==> config.mk <==
export PLATFORM = sky130hd
export DESIGN_NAME = tcc_channels
export DESIGN_NICKNAME = d
export VERILOG_FILES = /design/src/common/tcc_pkg.sv /design/src/logic/tcc_channels.sv
export SDC_FILE = /design/constraint.sdc
export NUM_CORES = 1
export LEC_CHECK = 0
export BUFFER_PORTS_ARGS = -buffer_cell sky130_fd_sc_hd__buf_2
export CORE_AREA = 3 3 180 182
export CTS_BUF_LIST = sky130_fd_sc_hd__clkbuf_4
export DETAILED_ROUTE_END_ITERATION = 7
export DIE_AREA = 0 0 183 185
export PLACE_DENSITY = 0.87
export SLEW_MARGIN = 20
export SYNTH_ARGS = -nofsm -noshare
export SYNTH_HDL_FRONTEND = slang
export SYNTH_SLANG_ARGS = --single-unit
==> constraint.sdc <==
create_clock -name clk_sys -period 7 [get_ports clk_sys]
set_clock_uncertainty 0.2 [all_clocks]
set_input_delay 1.4 -clock clk_sys [delete_from_list [all_inputs] [get_ports clk_sys]]
set_output_delay 1.4 -clock clk_sys [all_outputs]
set_load 0.05 [all_outputs]
==> src/common/tcc_pkg.sv <==
// Shared constants for the timer capture/compare channel block.
// Assumes a plain register port with byte addresses and 32-bit data words.
package tcc_pkg;

   // ==========================================================================
   // Sizes
   localparam int NUM_CH    = 4;
   localparam int NUM_COMPL = 3;
   localparam int ADDR_W    = 8;
   localparam int DATA_W    = 32;

   // ==========================================================================
   // Register byte offsets
   localparam logic [ADDR_W-1:0] OFS_GLOBAL   = 8'h00;
   localparam logic [ADDR_W-1:0] OFS_DEADTIME = 8'h04;
   localparam logic [ADDR_W-1:0] OFS_ENABLE   = 8'h08;
   localparam logic [ADDR_W-1:0] OFS_IRQDMA   = 8'h0C;
   localparam logic [ADDR_W-1:0] OFS_FLAGS    = 8'h10;
   localparam logic [ADDR_W-1:0] OFS_EVGEN    = 8'h14;
   localparam logic [ADDR_W-1:0] OFS_CHCFG0   = 8'h18;
   localparam logic [ADDR_W-1:0] OFS_CCR0     = 8'h28;
   localparam logic [ADDR_W-1:0] OFS_STRIDE   = 8'h04;

   // ==========================================================================
   // Field positions
   localparam int GL_SMODE_LSB = 0;
   localparam int GL_TSEL_LSB  = 4;
   localparam int GL_ALIGN_LSB = 8;
   localparam int GL_MOE_BIT   = 15;
   localparam int EN_STRIDE    = 4;
   localparam int EN_CC        = 0;
   localparam int EN_POL       = 1;
   localparam int EN_NC        = 2;
   localparam int EN_NPOL      = 3;
   localparam int IRQ_LSB      = 0;
   localparam int DMA_LSB      = 8;
   localparam int FLAG_EV_LSB  = 0;
   localparam int FLAG_OV_LSB  = 8;
   localparam int EVG_CH_LSB   = 0;
   localparam int EVG_UPD_BIT  = 4;
   localparam int CFG_DIR_LSB  = 0;
   localparam int CFG_DIV_LSB  = 2;
   localparam int CFG_FILT_LSB = 4;
   localparam int CFG_MODE_LSB = 8;
   localparam int CFG_PRE_BIT  = 11;

   // ==========================================================================
   // Encodings
   typedef enum logic [1:0] {
      DIR_OUTPUT = 2'h0,
      DIR_OWN    = 2'h1,
      DIR_PAIR   = 2'h2,
      DIR_TRIG   = 2'h3
   } tcc_dir_t;

   typedef enum logic [2:0] {
      MODE_FROZEN     = 3'h0,
      MODE_ACT_MATCH  = 3'h1,
      MODE_INACT_MATCH= 3'h2,
      MODE_TOGGLE     = 3'h3,
      MODE_FORCE_LOW  = 3'h4,
      MODE_FORCE_HIGH = 3'h5,
      MODE_PWM1       = 3'h6,
      MODE_PWM2       = 3'h7
   } tcc_mode_t;

   typedef enum logic [1:0] {
      ALIGN_EDGE   = 2'h0,
      ALIGN_C_DOWN = 2'h1,
      ALIGN_C_UP   = 2'h2,
      ALIGN_C_BOTH = 2'h3
   } tcc_align_t;

   localparam logic [2:0] SLAVE_RESET    = 3'h4;
   localparam logic [2:0] TRIG_EDGE_ANY  = 3'h4;
   localparam logic [2:0] TRIG_IN1_PATH1 = 3'h5;
   localparam logic [2:0] TRIG_IN2_PATH2 = 3'h6;
   localparam logic [3:0] FILT_OFF       = 4'h0;
   localparam logic [3:0] FILT_LEN_MIN   = 4'h2;
   localparam logic [7:0] ONE_HOT_BASE   = 8'h01;

endpackage : tcc_pkg

==> src/logic/tcc_channels.sv <==
// Four capture/compare channels of a 16-bit advanced timer, with filter,
// edge divider, compare output modes, PWM, and dead time and complementary pins on channels 0 to 2 only.
// Assumes the counter core supplies the count, its direction and update pulses.
//
// The plain strobed port and the address map were chosen for this implementation.
`timescale 1ns/1ns
module tcc_channels
   import tcc_pkg::*;
#(
   parameter int CNT_W = 16,
   parameter int DT_W  = 10
) (
   // Clock and reset
   input  wire logic                clk_sys,
   input  wire logic                reset,
   // Register port
   input  wire logic [ADDR_W-1:0]   reg_addr,
   input  wire logic [DATA_W-1:0]   reg_wdata,
   input  wire logic                reg_wr,
   input  wire logic                reg_rd,
   output      logic [DATA_W-1:0]   reg_rdata,
   // Counter core
   input  wire logic [CNT_W-1:0]    core_counter,
   input  wire logic                count_down,
   input  wire logic                update_event,
   output      logic                core_reset_req,
   output      logic                software_update,
   // Channel pins
   input  wire logic [NUM_CH-1:0]    chan_in,
   output      logic [NUM_CH-1:0]    main_output,
   output      logic [NUM_CH-1:0]    main_output_oe,
   output      logic [NUM_COMPL-1:0] complementary_output,
   output      logic [NUM_COMPL-1:0] complementary_output_oe,
   output      logic [NUM_CH-1:0]    output_reference,
   // Event requests
   output      logic [NUM_CH-1:0]    irq_req,
   output      logic [NUM_CH-1:0]    dma_req
);

   // ==========================================================================
   // Elaboration check
   if (CNT_W < 2 || CNT_W > 16 || DT_W < 1 || DT_W > 16) begin : g_bad_param
      $error("tcc_channels: CNT_W must be 2..16 and DT_W 1..16");
   end

   // ==========================================================================
   // State
   typedef struct packed {
      logic [2:0]                     slave_mode_select;
      logic [2:0]                     trigger_select;
      logic [1:0]                     alignment_select;
      logic                           main_output_enable;
      logic [DT_W-1:0]                dead_time;
      logic [NUM_CH-1:0]              chan_output_capture_enable;
      logic [NUM_CH-1:0]              chan_polarity;
      logic [NUM_CH-1:0]              compl_output_enable;
      logic [NUM_CH-1:0]              compl_polarity;
      logic [NUM_CH-1:0]              chan_irq_enable;
      logic [NUM_CH-1:0]              chan_dma_enable;
      logic [NUM_CH-1:0]              chan_event_flag;
      logic [NUM_CH-1:0]              chan_overcapture_flag;
      logic [NUM_CH-1:0][1:0]         chan_direction_select;
      logic [NUM_CH-1:0][1:0]         input_edge_divider;
      logic [NUM_CH-1:0][3:0]         input_filter_field;
      logic [NUM_CH-1:0][2:0]         output_mode_field;
      logic [NUM_CH-1:0]              compare_preload_enable;
      logic [NUM_CH-1:0][CNT_W-1:0]   value_pre;
      logic [NUM_CH-1:0][CNT_W-1:0]   value_act;
      logic [NUM_CH-1:0]              filt;
      logic [NUM_CH-1:0]              filt_prev;
      logic [NUM_CH-1:0][2:0]         smp_cnt;
      logic [NUM_CH-1:0][3:0]         stable_cnt;
      logic [NUM_CH-1:0][2:0]         div_cnt;
      logic [NUM_CH-1:0]              eq_prev;
      logic [NUM_CH-1:0]              oref;
      logic [NUM_CH-1:0]              oref_prev;
      logic [NUM_CH-1:0][DT_W-1:0]    dt_cnt;
      logic [NUM_CH-1:0]              m_raw;
      logic [NUM_CH-1:0]              n_raw;
      logic [NUM_CH-1:0]              pin_m;
      logic [NUM_CH-1:0]              pin_m_oe;
      logic [NUM_CH-1:0]              pin_n;
      logic [NUM_CH-1:0]              pin_n_oe;
      logic [NUM_CH-1:0]              irq_p;
      logic [NUM_CH-1:0]              dma_p;
      logic                           cnt_rst;
      logic                           sw_upd;
      logic [DATA_W-1:0]              rdata;
   } tcc_state_t;

   tcc_state_t s_q;
   tcc_state_t s_d;

   // ==========================================================================
   // Helpers
   // Byte address of a per-channel register
   function automatic logic [ADDR_W-1:0] chan_ofs(input logic [ADDR_W-1:0] base, input int idx);
      chan_ofs = ADDR_W'(int'(base) + idx * int'(OFS_STRIDE));
   endfunction : chan_ofs

   // Highest count of a 1/2/4/8 divider selected by a 2-bit code
   function automatic logic [2:0] div_max(input logic [1:0] code);
      div_max = 3'((ONE_HOT_BASE << code) - ONE_HOT_BASE);
   endfunction : div_max

   // Consecutive samples needed: 2, 4, 6 or 8
   function automatic logic [3:0] filt_len(input logic [3:0] f);
      filt_len = 4'({f[1:0], 1'b0}) + FILT_LEN_MIN;
   endfunction : filt_len

   // ==========================================================================
   // Next state
   always_comb begin
      logic [NUM_CH-1:0] rise;
      logic [NUM_CH-1:0] fall;
      logic [NUM_CH-1:0] swev;
      logic              upd;
      logic              trig;
      logic              is_in;
      logic              act_edge;
      logic              fire;
      logic              ev_set;
      logic              eq;
      logic              match;
      logic              pwm_hi;
      logic              both;
      logic              mval;
      logic              nval;
      int                src;
      rise   = s_q.filt & ~s_q.filt_prev;
      fall   = ~s_q.filt & s_q.filt_prev;
      swev   = '0;
      upd    = 1'b0;
      trig   = 1'b0;
      is_in  = 1'b0;
      act_edge = 1'b0;
      fire   = 1'b0;
      ev_set = 1'b0;
      eq     = 1'b0;
      match  = 1'b0;
      pwm_hi = 1'b0;
      both   = 1'b0;
      mval   = 1'b0;
      nval   = 1'b0;
      src    = 0;
      s_d         = s_q;
      s_d.irq_p   = '0;
      s_d.dma_p   = '0;
      s_d.cnt_rst = 1'b0;
      s_d.sw_upd  = 1'b0;
      s_d.rdata   = '0;
      s_d.filt_prev = s_q.filt;

      // Shared register writes
      if (reg_wr) begin
         case (reg_addr)
            OFS_GLOBAL: begin
               s_d.slave_mode_select  = reg_wdata[GL_SMODE_LSB +: 3];
               s_d.trigger_select     = reg_wdata[GL_TSEL_LSB +: 3];
               s_d.alignment_select   = reg_wdata[GL_ALIGN_LSB +: 2];
               s_d.main_output_enable = reg_wdata[GL_MOE_BIT];
            end
            OFS_DEADTIME: s_d.dead_time = reg_wdata[DT_W-1:0];
            OFS_IRQDMA: begin
               s_d.chan_irq_enable = reg_wdata[IRQ_LSB +: NUM_CH];
               s_d.chan_dma_enable = reg_wdata[DMA_LSB +: NUM_CH];
            end
            OFS_EVGEN: begin
               swev       = reg_wdata[EVG_CH_LSB +: NUM_CH];
               s_d.sw_upd = reg_wdata[EVG_UPD_BIT];
               upd        = reg_wdata[EVG_UPD_BIT];
            end
            default: ;
         endcase
      end
      upd = upd | update_event;

      // Reset-mode trigger; a capture on the same edge still sees the old count
      case (s_q.trigger_select)
         TRIG_EDGE_ANY:  trig = rise[0] | fall[0];
         TRIG_IN1_PATH1: trig = s_q.chan_polarity[0] ? fall[0] : rise[0];
         TRIG_IN2_PATH2: trig = s_q.chan_polarity[1] ? fall[1] : rise[1];
         default:        trig = 1'b0;
      endcase
      s_d.cnt_rst = (s_q.slave_mode_select == SLAVE_RESET) && trig;

      // Register read data, one cycle later
      if (reg_rd) begin
         case (reg_addr)
            OFS_GLOBAL: begin
               s_d.rdata[GL_SMODE_LSB +: 3] = s_q.slave_mode_select;
               s_d.rdata[GL_TSEL_LSB +: 3]  = s_q.trigger_select;
               s_d.rdata[GL_ALIGN_LSB +: 2] = s_q.alignment_select;
               s_d.rdata[GL_MOE_BIT]        = s_q.main_output_enable;
            end
            OFS_DEADTIME: s_d.rdata[DT_W-1:0] = s_q.dead_time;
            OFS_IRQDMA: begin
               s_d.rdata[IRQ_LSB +: NUM_CH] = s_q.chan_irq_enable;
               s_d.rdata[DMA_LSB +: NUM_CH] = s_q.chan_dma_enable;
            end
            OFS_FLAGS: begin
               s_d.rdata[FLAG_EV_LSB +: NUM_CH] = s_q.chan_event_flag;
               s_d.rdata[FLAG_OV_LSB +: NUM_CH] = s_q.chan_overcapture_flag;
            end
            default: ;
         endcase
      end

      for (int i = 0; i < NUM_CH; i++) begin
         // Enable and polarity bits
         if (reg_wr && reg_addr == OFS_ENABLE) begin
            s_d.chan_output_capture_enable[i] = reg_wdata[EN_STRIDE*i + EN_CC];
            s_d.chan_polarity[i]              = reg_wdata[EN_STRIDE*i + EN_POL];
            s_d.compl_output_enable[i]        = (i < NUM_COMPL) && reg_wdata[EN_STRIDE*i + EN_NC];
            s_d.compl_polarity[i]             = (i < NUM_COMPL) && reg_wdata[EN_STRIDE*i + EN_NPOL];
         end
         if (reg_rd && reg_addr == OFS_ENABLE) begin
            s_d.rdata[EN_STRIDE*i + EN_CC]   = s_q.chan_output_capture_enable[i];
            s_d.rdata[EN_STRIDE*i + EN_POL]  = s_q.chan_polarity[i];
            s_d.rdata[EN_STRIDE*i + EN_NC]   = s_q.compl_output_enable[i];
            s_d.rdata[EN_STRIDE*i + EN_NPOL] = s_q.compl_polarity[i];
         end

         // Channel configuration
         if (reg_wr && reg_addr == chan_ofs(OFS_CHCFG0, i)) begin
            s_d.chan_direction_select[i]  = reg_wdata[CFG_DIR_LSB +: 2];
            s_d.input_edge_divider[i]     = reg_wdata[CFG_DIV_LSB +: 2];
            s_d.input_filter_field[i]     = reg_wdata[CFG_FILT_LSB +: 4];
            s_d.output_mode_field[i]      = reg_wdata[CFG_MODE_LSB +: 3];
            s_d.compare_preload_enable[i] = reg_wdata[CFG_PRE_BIT];
         end
         if (reg_rd && reg_addr == chan_ofs(OFS_CHCFG0, i)) begin
            s_d.rdata[CFG_DIR_LSB +: 2]  = s_q.chan_direction_select[i];
            s_d.rdata[CFG_DIV_LSB +: 2]  = s_q.input_edge_divider[i];
            s_d.rdata[CFG_FILT_LSB +: 4] = s_q.input_filter_field[i];
            s_d.rdata[CFG_MODE_LSB +: 3] = s_q.output_mode_field[i];
            s_d.rdata[CFG_PRE_BIT]       = s_q.compare_preload_enable[i];
         end

         // Digital filter: level moves only after enough equal samples
         if (s_q.input_filter_field[i] == FILT_OFF) begin
            s_d.filt[i]       = chan_in[i];
            s_d.smp_cnt[i]    = '0;
            s_d.stable_cnt[i] = '0;
         end else if (s_q.smp_cnt[i] >= div_max(s_q.input_filter_field[i][3:2])) begin
            s_d.smp_cnt[i] = '0;
            if (chan_in[i] != s_q.filt[i]) begin
               if (s_q.stable_cnt[i] + 4'h1 >= filt_len(s_q.input_filter_field[i])) begin
                  s_d.filt[i]       = chan_in[i];
                  s_d.stable_cnt[i] = '0;
               end else begin
                  s_d.stable_cnt[i] = s_q.stable_cnt[i] + 4'h1;
               end
            end else begin
               s_d.stable_cnt[i] = '0;
            end
         end else begin
            s_d.smp_cnt[i] = s_q.smp_cnt[i] + 3'h1;
         end

         // Input routing and active edge
         is_in = s_q.chan_direction_select[i] != DIR_OUTPUT;
         src   = (s_q.chan_direction_select[i] == DIR_PAIR) ? (i ^ 1) : i;
         act_edge = (s_q.chan_direction_select[i] == DIR_OWN || s_q.chan_direction_select[i] == DIR_PAIR)
                    && (s_q.chan_polarity[i] ? fall[src] : rise[src]);

         // Edge divider; restarts whenever capture is not armed
         fire = 1'b0;
         if (!is_in || !s_q.chan_output_capture_enable[i]) begin
            s_d.div_cnt[i] = '0;
         end else if (act_edge) begin
            if (s_q.div_cnt[i] >= div_max(s_q.input_edge_divider[i])) begin
               s_d.div_cnt[i] = '0;
               fire = 1'b1;
            end else begin
               s_d.div_cnt[i] = s_q.div_cnt[i] + 3'h1;
            end
         end

         // Compare value writes and preload transfer
         if (reg_wr && reg_addr == chan_ofs(OFS_CCR0, i)) begin
            s_d.value_pre[i] = reg_wdata[CNT_W-1:0];
            if (!s_q.compare_preload_enable[i]) begin
               s_d.value_act[i] = reg_wdata[CNT_W-1:0];
            end
         end
         if (upd && s_q.compare_preload_enable[i] && !is_in) begin
            s_d.value_act[i] = s_q.value_pre[i];
         end

         // Capture or compare event
         eq = core_counter == s_q.value_act[i];
         s_d.eq_prev[i] = eq;
         match = eq && !s_q.eq_prev[i];
         ev_set = 1'b0;
         if (is_in) begin
            if ((fire || swev[i]) && s_q.chan_output_capture_enable[i]) begin
               s_d.value_pre[i] = core_counter;
               s_d.value_act[i] = core_counter;
               ev_set = 1'b1;
            end
         end else begin
            case (s_q.alignment_select)
               ALIGN_C_DOWN: ev_set = match && count_down;
               ALIGN_C_UP:   ev_set = match && !count_down;
               default:      ev_set = match;
            endcase
            ev_set = ev_set || swev[i];
         end

         // Flags: clears first so a same-cycle set wins
         if (reg_wr && reg_addr == OFS_FLAGS) begin
            if (reg_wdata[FLAG_EV_LSB + i]) s_d.chan_event_flag[i] = 1'b0;
            if (reg_wdata[FLAG_OV_LSB + i]) s_d.chan_overcapture_flag[i] = 1'b0;
         end
         if (reg_rd && reg_addr == chan_ofs(OFS_CCR0, i)) begin
            s_d.rdata[CNT_W-1:0]   = s_q.value_pre[i];
            s_d.chan_event_flag[i] = 1'b0;
         end
         if (ev_set) begin
            if (is_in && s_q.chan_event_flag[i]) begin
               s_d.chan_overcapture_flag[i] = 1'b1;
            end
            s_d.chan_event_flag[i] = 1'b1;
            s_d.irq_p[i] = s_q.chan_irq_enable[i];
            s_d.dma_p[i] = s_q.chan_dma_enable[i];
         end

         // Reference level
         pwm_hi = core_counter > s_q.value_act[i];
         if (is_in) begin
            s_d.oref[i] = 1'b0;
         end else begin
            case (s_q.output_mode_field[i])
               MODE_ACT_MATCH:   s_d.oref[i] = match ? 1'b1 : s_q.oref[i];
               MODE_INACT_MATCH: s_d.oref[i] = match ? 1'b0 : s_q.oref[i];
               MODE_TOGGLE:      s_d.oref[i] = match ^ s_q.oref[i];
               MODE_FORCE_LOW:   s_d.oref[i] = 1'b0;
               MODE_FORCE_HIGH:  s_d.oref[i] = 1'b1;
               MODE_PWM1:        s_d.oref[i] = pwm_hi;
               MODE_PWM2:        s_d.oref[i] = !pwm_hi;
               default:          s_d.oref[i] = s_q.oref[i];
            endcase
         end

         // Dead time: every reference change restarts the delay
         s_d.oref_prev[i] = s_q.oref[i];
         if (s_q.oref[i] != s_q.oref_prev[i]) begin
            s_d.dt_cnt[i] = s_q.dead_time;
            s_d.m_raw[i]  = 1'b0;
            s_d.n_raw[i]  = 1'b0;
         end else if (s_q.dt_cnt[i] != '0) begin
            s_d.dt_cnt[i] = s_q.dt_cnt[i] - DT_W'(1);
         end else begin
            s_d.m_raw[i] = s_q.oref[i];
            s_d.n_raw[i] = !s_q.oref[i];
         end

         // Pins: delay only applies when both outputs of a pair run
         both = s_q.chan_output_capture_enable[i] && s_q.compl_output_enable[i];
         mval = both ? s_q.m_raw[i] : s_q.oref[i];
         nval = both ? s_q.n_raw[i] : !s_q.oref[i];
         s_d.pin_m_oe[i] = s_q.main_output_enable && s_q.chan_output_capture_enable[i] && !is_in;
         s_d.pin_n_oe[i] = s_q.main_output_enable && s_q.compl_output_enable[i] && !is_in;
         s_d.pin_m[i] = s_d.pin_m_oe[i] && (mval ^ s_q.chan_polarity[i]);
         s_d.pin_n[i] = s_d.pin_n_oe[i] && (nval ^ s_q.compl_polarity[i]);
      end
   end

   // ==========================================================================
   // State register
   always_ff @(posedge clk_sys) begin
      if (reset) begin
         s_q <= '0;
      end else begin
         s_q <= s_d;
      end
   end

   // ==========================================================================
   // Outputs, all straight from flip-flops
   assign reg_rdata               = s_q.rdata;
   assign core_reset_req          = s_q.cnt_rst;
   assign software_update         = s_q.sw_upd;
   assign main_output             = s_q.pin_m;
   assign main_output_oe          = s_q.pin_m_oe;
   assign complementary_output    = s_q.pin_n[NUM_COMPL-1:0];
   assign complementary_output_oe = s_q.pin_n_oe[NUM_COMPL-1:0];
   assign output_reference        = s_q.oref;
   assign irq_req                 = s_q.irq_p;
   assign dma_req                 = s_q.dma_p;

endmodule : tcc_channels

==> results_dict.tcl <==
set metrics [dict create \
    numClockSinks 360 \
    track_usage_pct 40.2 \
    die_y_um 185 \
    timing.final.hold_violations 0 \
    maxCapViolations 0 \
    ioPinCount 126 \
    cp.arrival_ns 4.94 \
    cts_setup_buffers 0 \
    synth_top_cell_area_share_pct 34.8 \
    syn_inst 2446 \
    dp.cells 2763 \
    grt_pass1_wl_um 106000 \
    rsz0062_at_grt "no" \
    cts_inserted_buffers 94 \
    postRouteAntennaNets 0 \
    fin_crit_ns 4.52 \
    fin_nets 2663 \
    critPathCaptureType "flop" \
    tns_ns 0 \
    die_area_um2 33900 \
    die_w_um 183 \
    seqCellArea_um2 7210 \
    netlist_area_um2 20700 \
    cts_tree "done" \
    clockRootBuffer "clkbuf_4" \
    vias_per_cell 6.65 \
    synth_seq_cells 360 \
    peakVddDrop_mv 0.199 \
    multi_input_area_um2 12000 \
    cp_top_family "simple AND/OR/NAND/NOR gates" \
    total_power_uw 4690 \
    grt_overflow 0 \
    critical_path_class "in -> reg" \
    setup.worst_path.start_class "primary input" \
    numPortBuffers 93 \
    htree_num_levels 3 \
    ys.flop_type "dfxtp_1" \
    cts_resized 0 \
    yosysWarnings 0 \
    status "complete, no violations" \
    powerDensity_nw_per_um2 214 \
    p_leak_uw 0.00958 \
    drc 0 \
    cp_slowest_cell "nor4b_4" \
    maxSlewHeadroom_pct 22.4 \
    synth-async-reset-ratio_pct 0 \
    start_util_pct 67.4 \
    ys_types 87 \
    fin_crit_sh_pct 64.6 \
    vias 19400 \
    synth_top_area_cell "dfxtp_1" \
    max_clock_freq_mhz 221 \
    drt-total-wl_um 70100 \
    worstMarginPinSlew_ns 1.16 \
    cp_cell_sequence "buf_2 > nor4b_4 > and4_1 > a41oi_1 > or3b_1 > buf_4 > nand2_1 > o22ai_1" \
    min_path_type "reg -> reg" \
    clk_latency_ns 0.80 \
    cts_buffer_depth 3 \
    grt_max_degree 97 \
    antenna_found_initial 3 \
    nFillCells 2381 \
    rows 64 \
    drt_first_iter_violations 2206 \
    setup_violations 0 \
    wl_per_cell_um 23.9 \
    first_pass_iters 8 \
    synth-seq-area-share_pct 34.8 \
    gp_congestion 1.03 \
    clk_pin_slew_ns 0.06 \
    hold_buffers 0 \
    dpl.hpwl_um 49100 \
    core_um2 30700 \
    synth_edf_count 0 \
    final_layout_size_suffix_gt1_share_pct 12.5 \
    worstPathRequired_ns 7.42 \
    ys_top_cells_by_area "dfxtp_1 (35%), mux2i_1 (10%), ha_1 (8.1%), nor2_1 (5.0%), nand2_1 (3.8%)" \
    slew_viol_final 0 \
    layoutNonFillerInstCount 2926 \
    cpPeakStageDelay_ns 1.00 \
    crit_fanout 49 \
    area_growth_pct 6.04 \
    path_buf_inv 2 \
    grt_pass1_vias 18800 \
    postSynthAreaPerCell_um2 8.47 \
]
==> sequential cells by signal, indices dropped and copies added, names as in the netlist <==
| register | count |
|---|---|
| complementary_output | 3 |
| complementary_output_oe | 3 |
| core_reset_req | 1 |
| dma_req | 4 |
| irq_req | 4 |
| main_output | 4 |
| main_output_oe | 4 |
| output_reference | 4 |
| reg_rdata | 16 |
| s_d | 4 |
| s_q | 312 |
| software_update | 1 |
==> where the power goes <==
group	internal [µW]	switching [µW]
clock network	841	896
registers	2120	71.7
logic	292	468
total	3260	1440
==> area by class of cell <==
| cell class | count | share of cell area, % |
|---|---|---|
| clock inverters | 34 | 0.643 |
| diodes | 2 | 0.0228 |
| well taps | 396 | 2.25 |
| multi-input cells | 1737 | 54.4 |
| repair buffers | 115 | 2.90 |
| clock buffers | 127 | 4.34 |
| flip-flops and latches | 360 | 32.8 |
| inverters | 155 | 2.65 |
==> synth_stat cells, types with 16 or more instances <==
cell        n
dfxtp_1   360
nor2_1    274
nand2_1   211
mux2i_1   208
inv_1     155
a21oi_1   147
ha_1      134
clkbuf_1  100
a211oi_1   66
buf_4      64
nand3_1    64
o21ai_0    61
o22ai_1    48
nor2b_1    43
o221ai_1   38
xnor2_1    37
buf_2      31
nor3_1     29
and3_1     26
nand2b_1   21
a311oi_1   19
a21o_1     18
nand4_1    18
nor3b_1    17
mux2_2     16
==> worst reg2reg max path, delay by kind of cell (launching register included) <==
kind	cells	cell delay [ns]
AND/OR/NAND/NOR	4	1.21
AO/OA/AOI/OAI	3	1.09
buffers and inverters	1	0.46
flip-flops	1	0.34
adder cells (fa/ha/maj)	1	0.27
==> cell usage in the layout (no fill, tap or decap), types with 18 or more instances in the layout <==
cell and n:
nand2_1 211, o221ai_1 38, dfxtp_1 360, buf_2 92
o22ai_1 48, nor3_1 29, nand2b_1 21, xnor2_1 37
nand3_1 63, a21o_1 18, clkbuf_4 127, a21oi_1 147
nor2b_1 43, ha_1 134, nand4_1 18, and3_1 25
a311oi_1 19, inv_1 155, clkinv_1 23, a211oi_1 66
nor2_1 273, o21ai_0 61, buf_4 22, mux2i_1 208
==> worst paths after layout <==
path                          from             endpoint  slack, ns  cells after the start
max reg2reg  s_q[326]$_SDFFE_PP0P_  s_q[168]$_SDFF_PP0_       3.34                      9
min reg2reg    s_q[155]$_SDFF_PP0_  s_q[155]$_SDFF_PP0_       0.25                      1
max                    reg_addr[4]  s_q[168]$_SDFF_PP0_       2.48                      8
min            s_q[155]$_SDFF_PP0_  s_q[155]$_SDFF_PP0_       0.25                      1
==> layer usage <==
layer	track usage (%)	up-vias	share of wire, %
met3	10.3	328	11
met5	0	-	0.040
met1	50.3	9135	38
li1	-	8703	-
met4	23.9	4	6.5
met2	63.0	1275	44
==> logic make-up after synthesis <==
family	synth area share (%)
adders and majority gates	8.09
buffers and inverters	8.12
DFF	34.8
and+or+nand+nor	18.8
AOI/OAI and AO/OA	16.7
xor gates and xnor gates	1.90
muxes	11.7
other	0.0181
==> through the flow <==
stage,utilization [%],cell area [µm²],worst slack [ns],hold WS (ns)
6_report,71.5,22000,2.48,0.248
4_1_cts,71.4,22000,2.31,0.252
3_5_place_dp,67.9,20900,1.47,0.241
3_3_place_gp,67.9,20900,1.59,0.229
5_1_grt,71.5,22000,2.49,0.269
2_1_floorplan,-,20800,3.50,0.217
No activity file was read; power rests on OpenSTA's default activity.
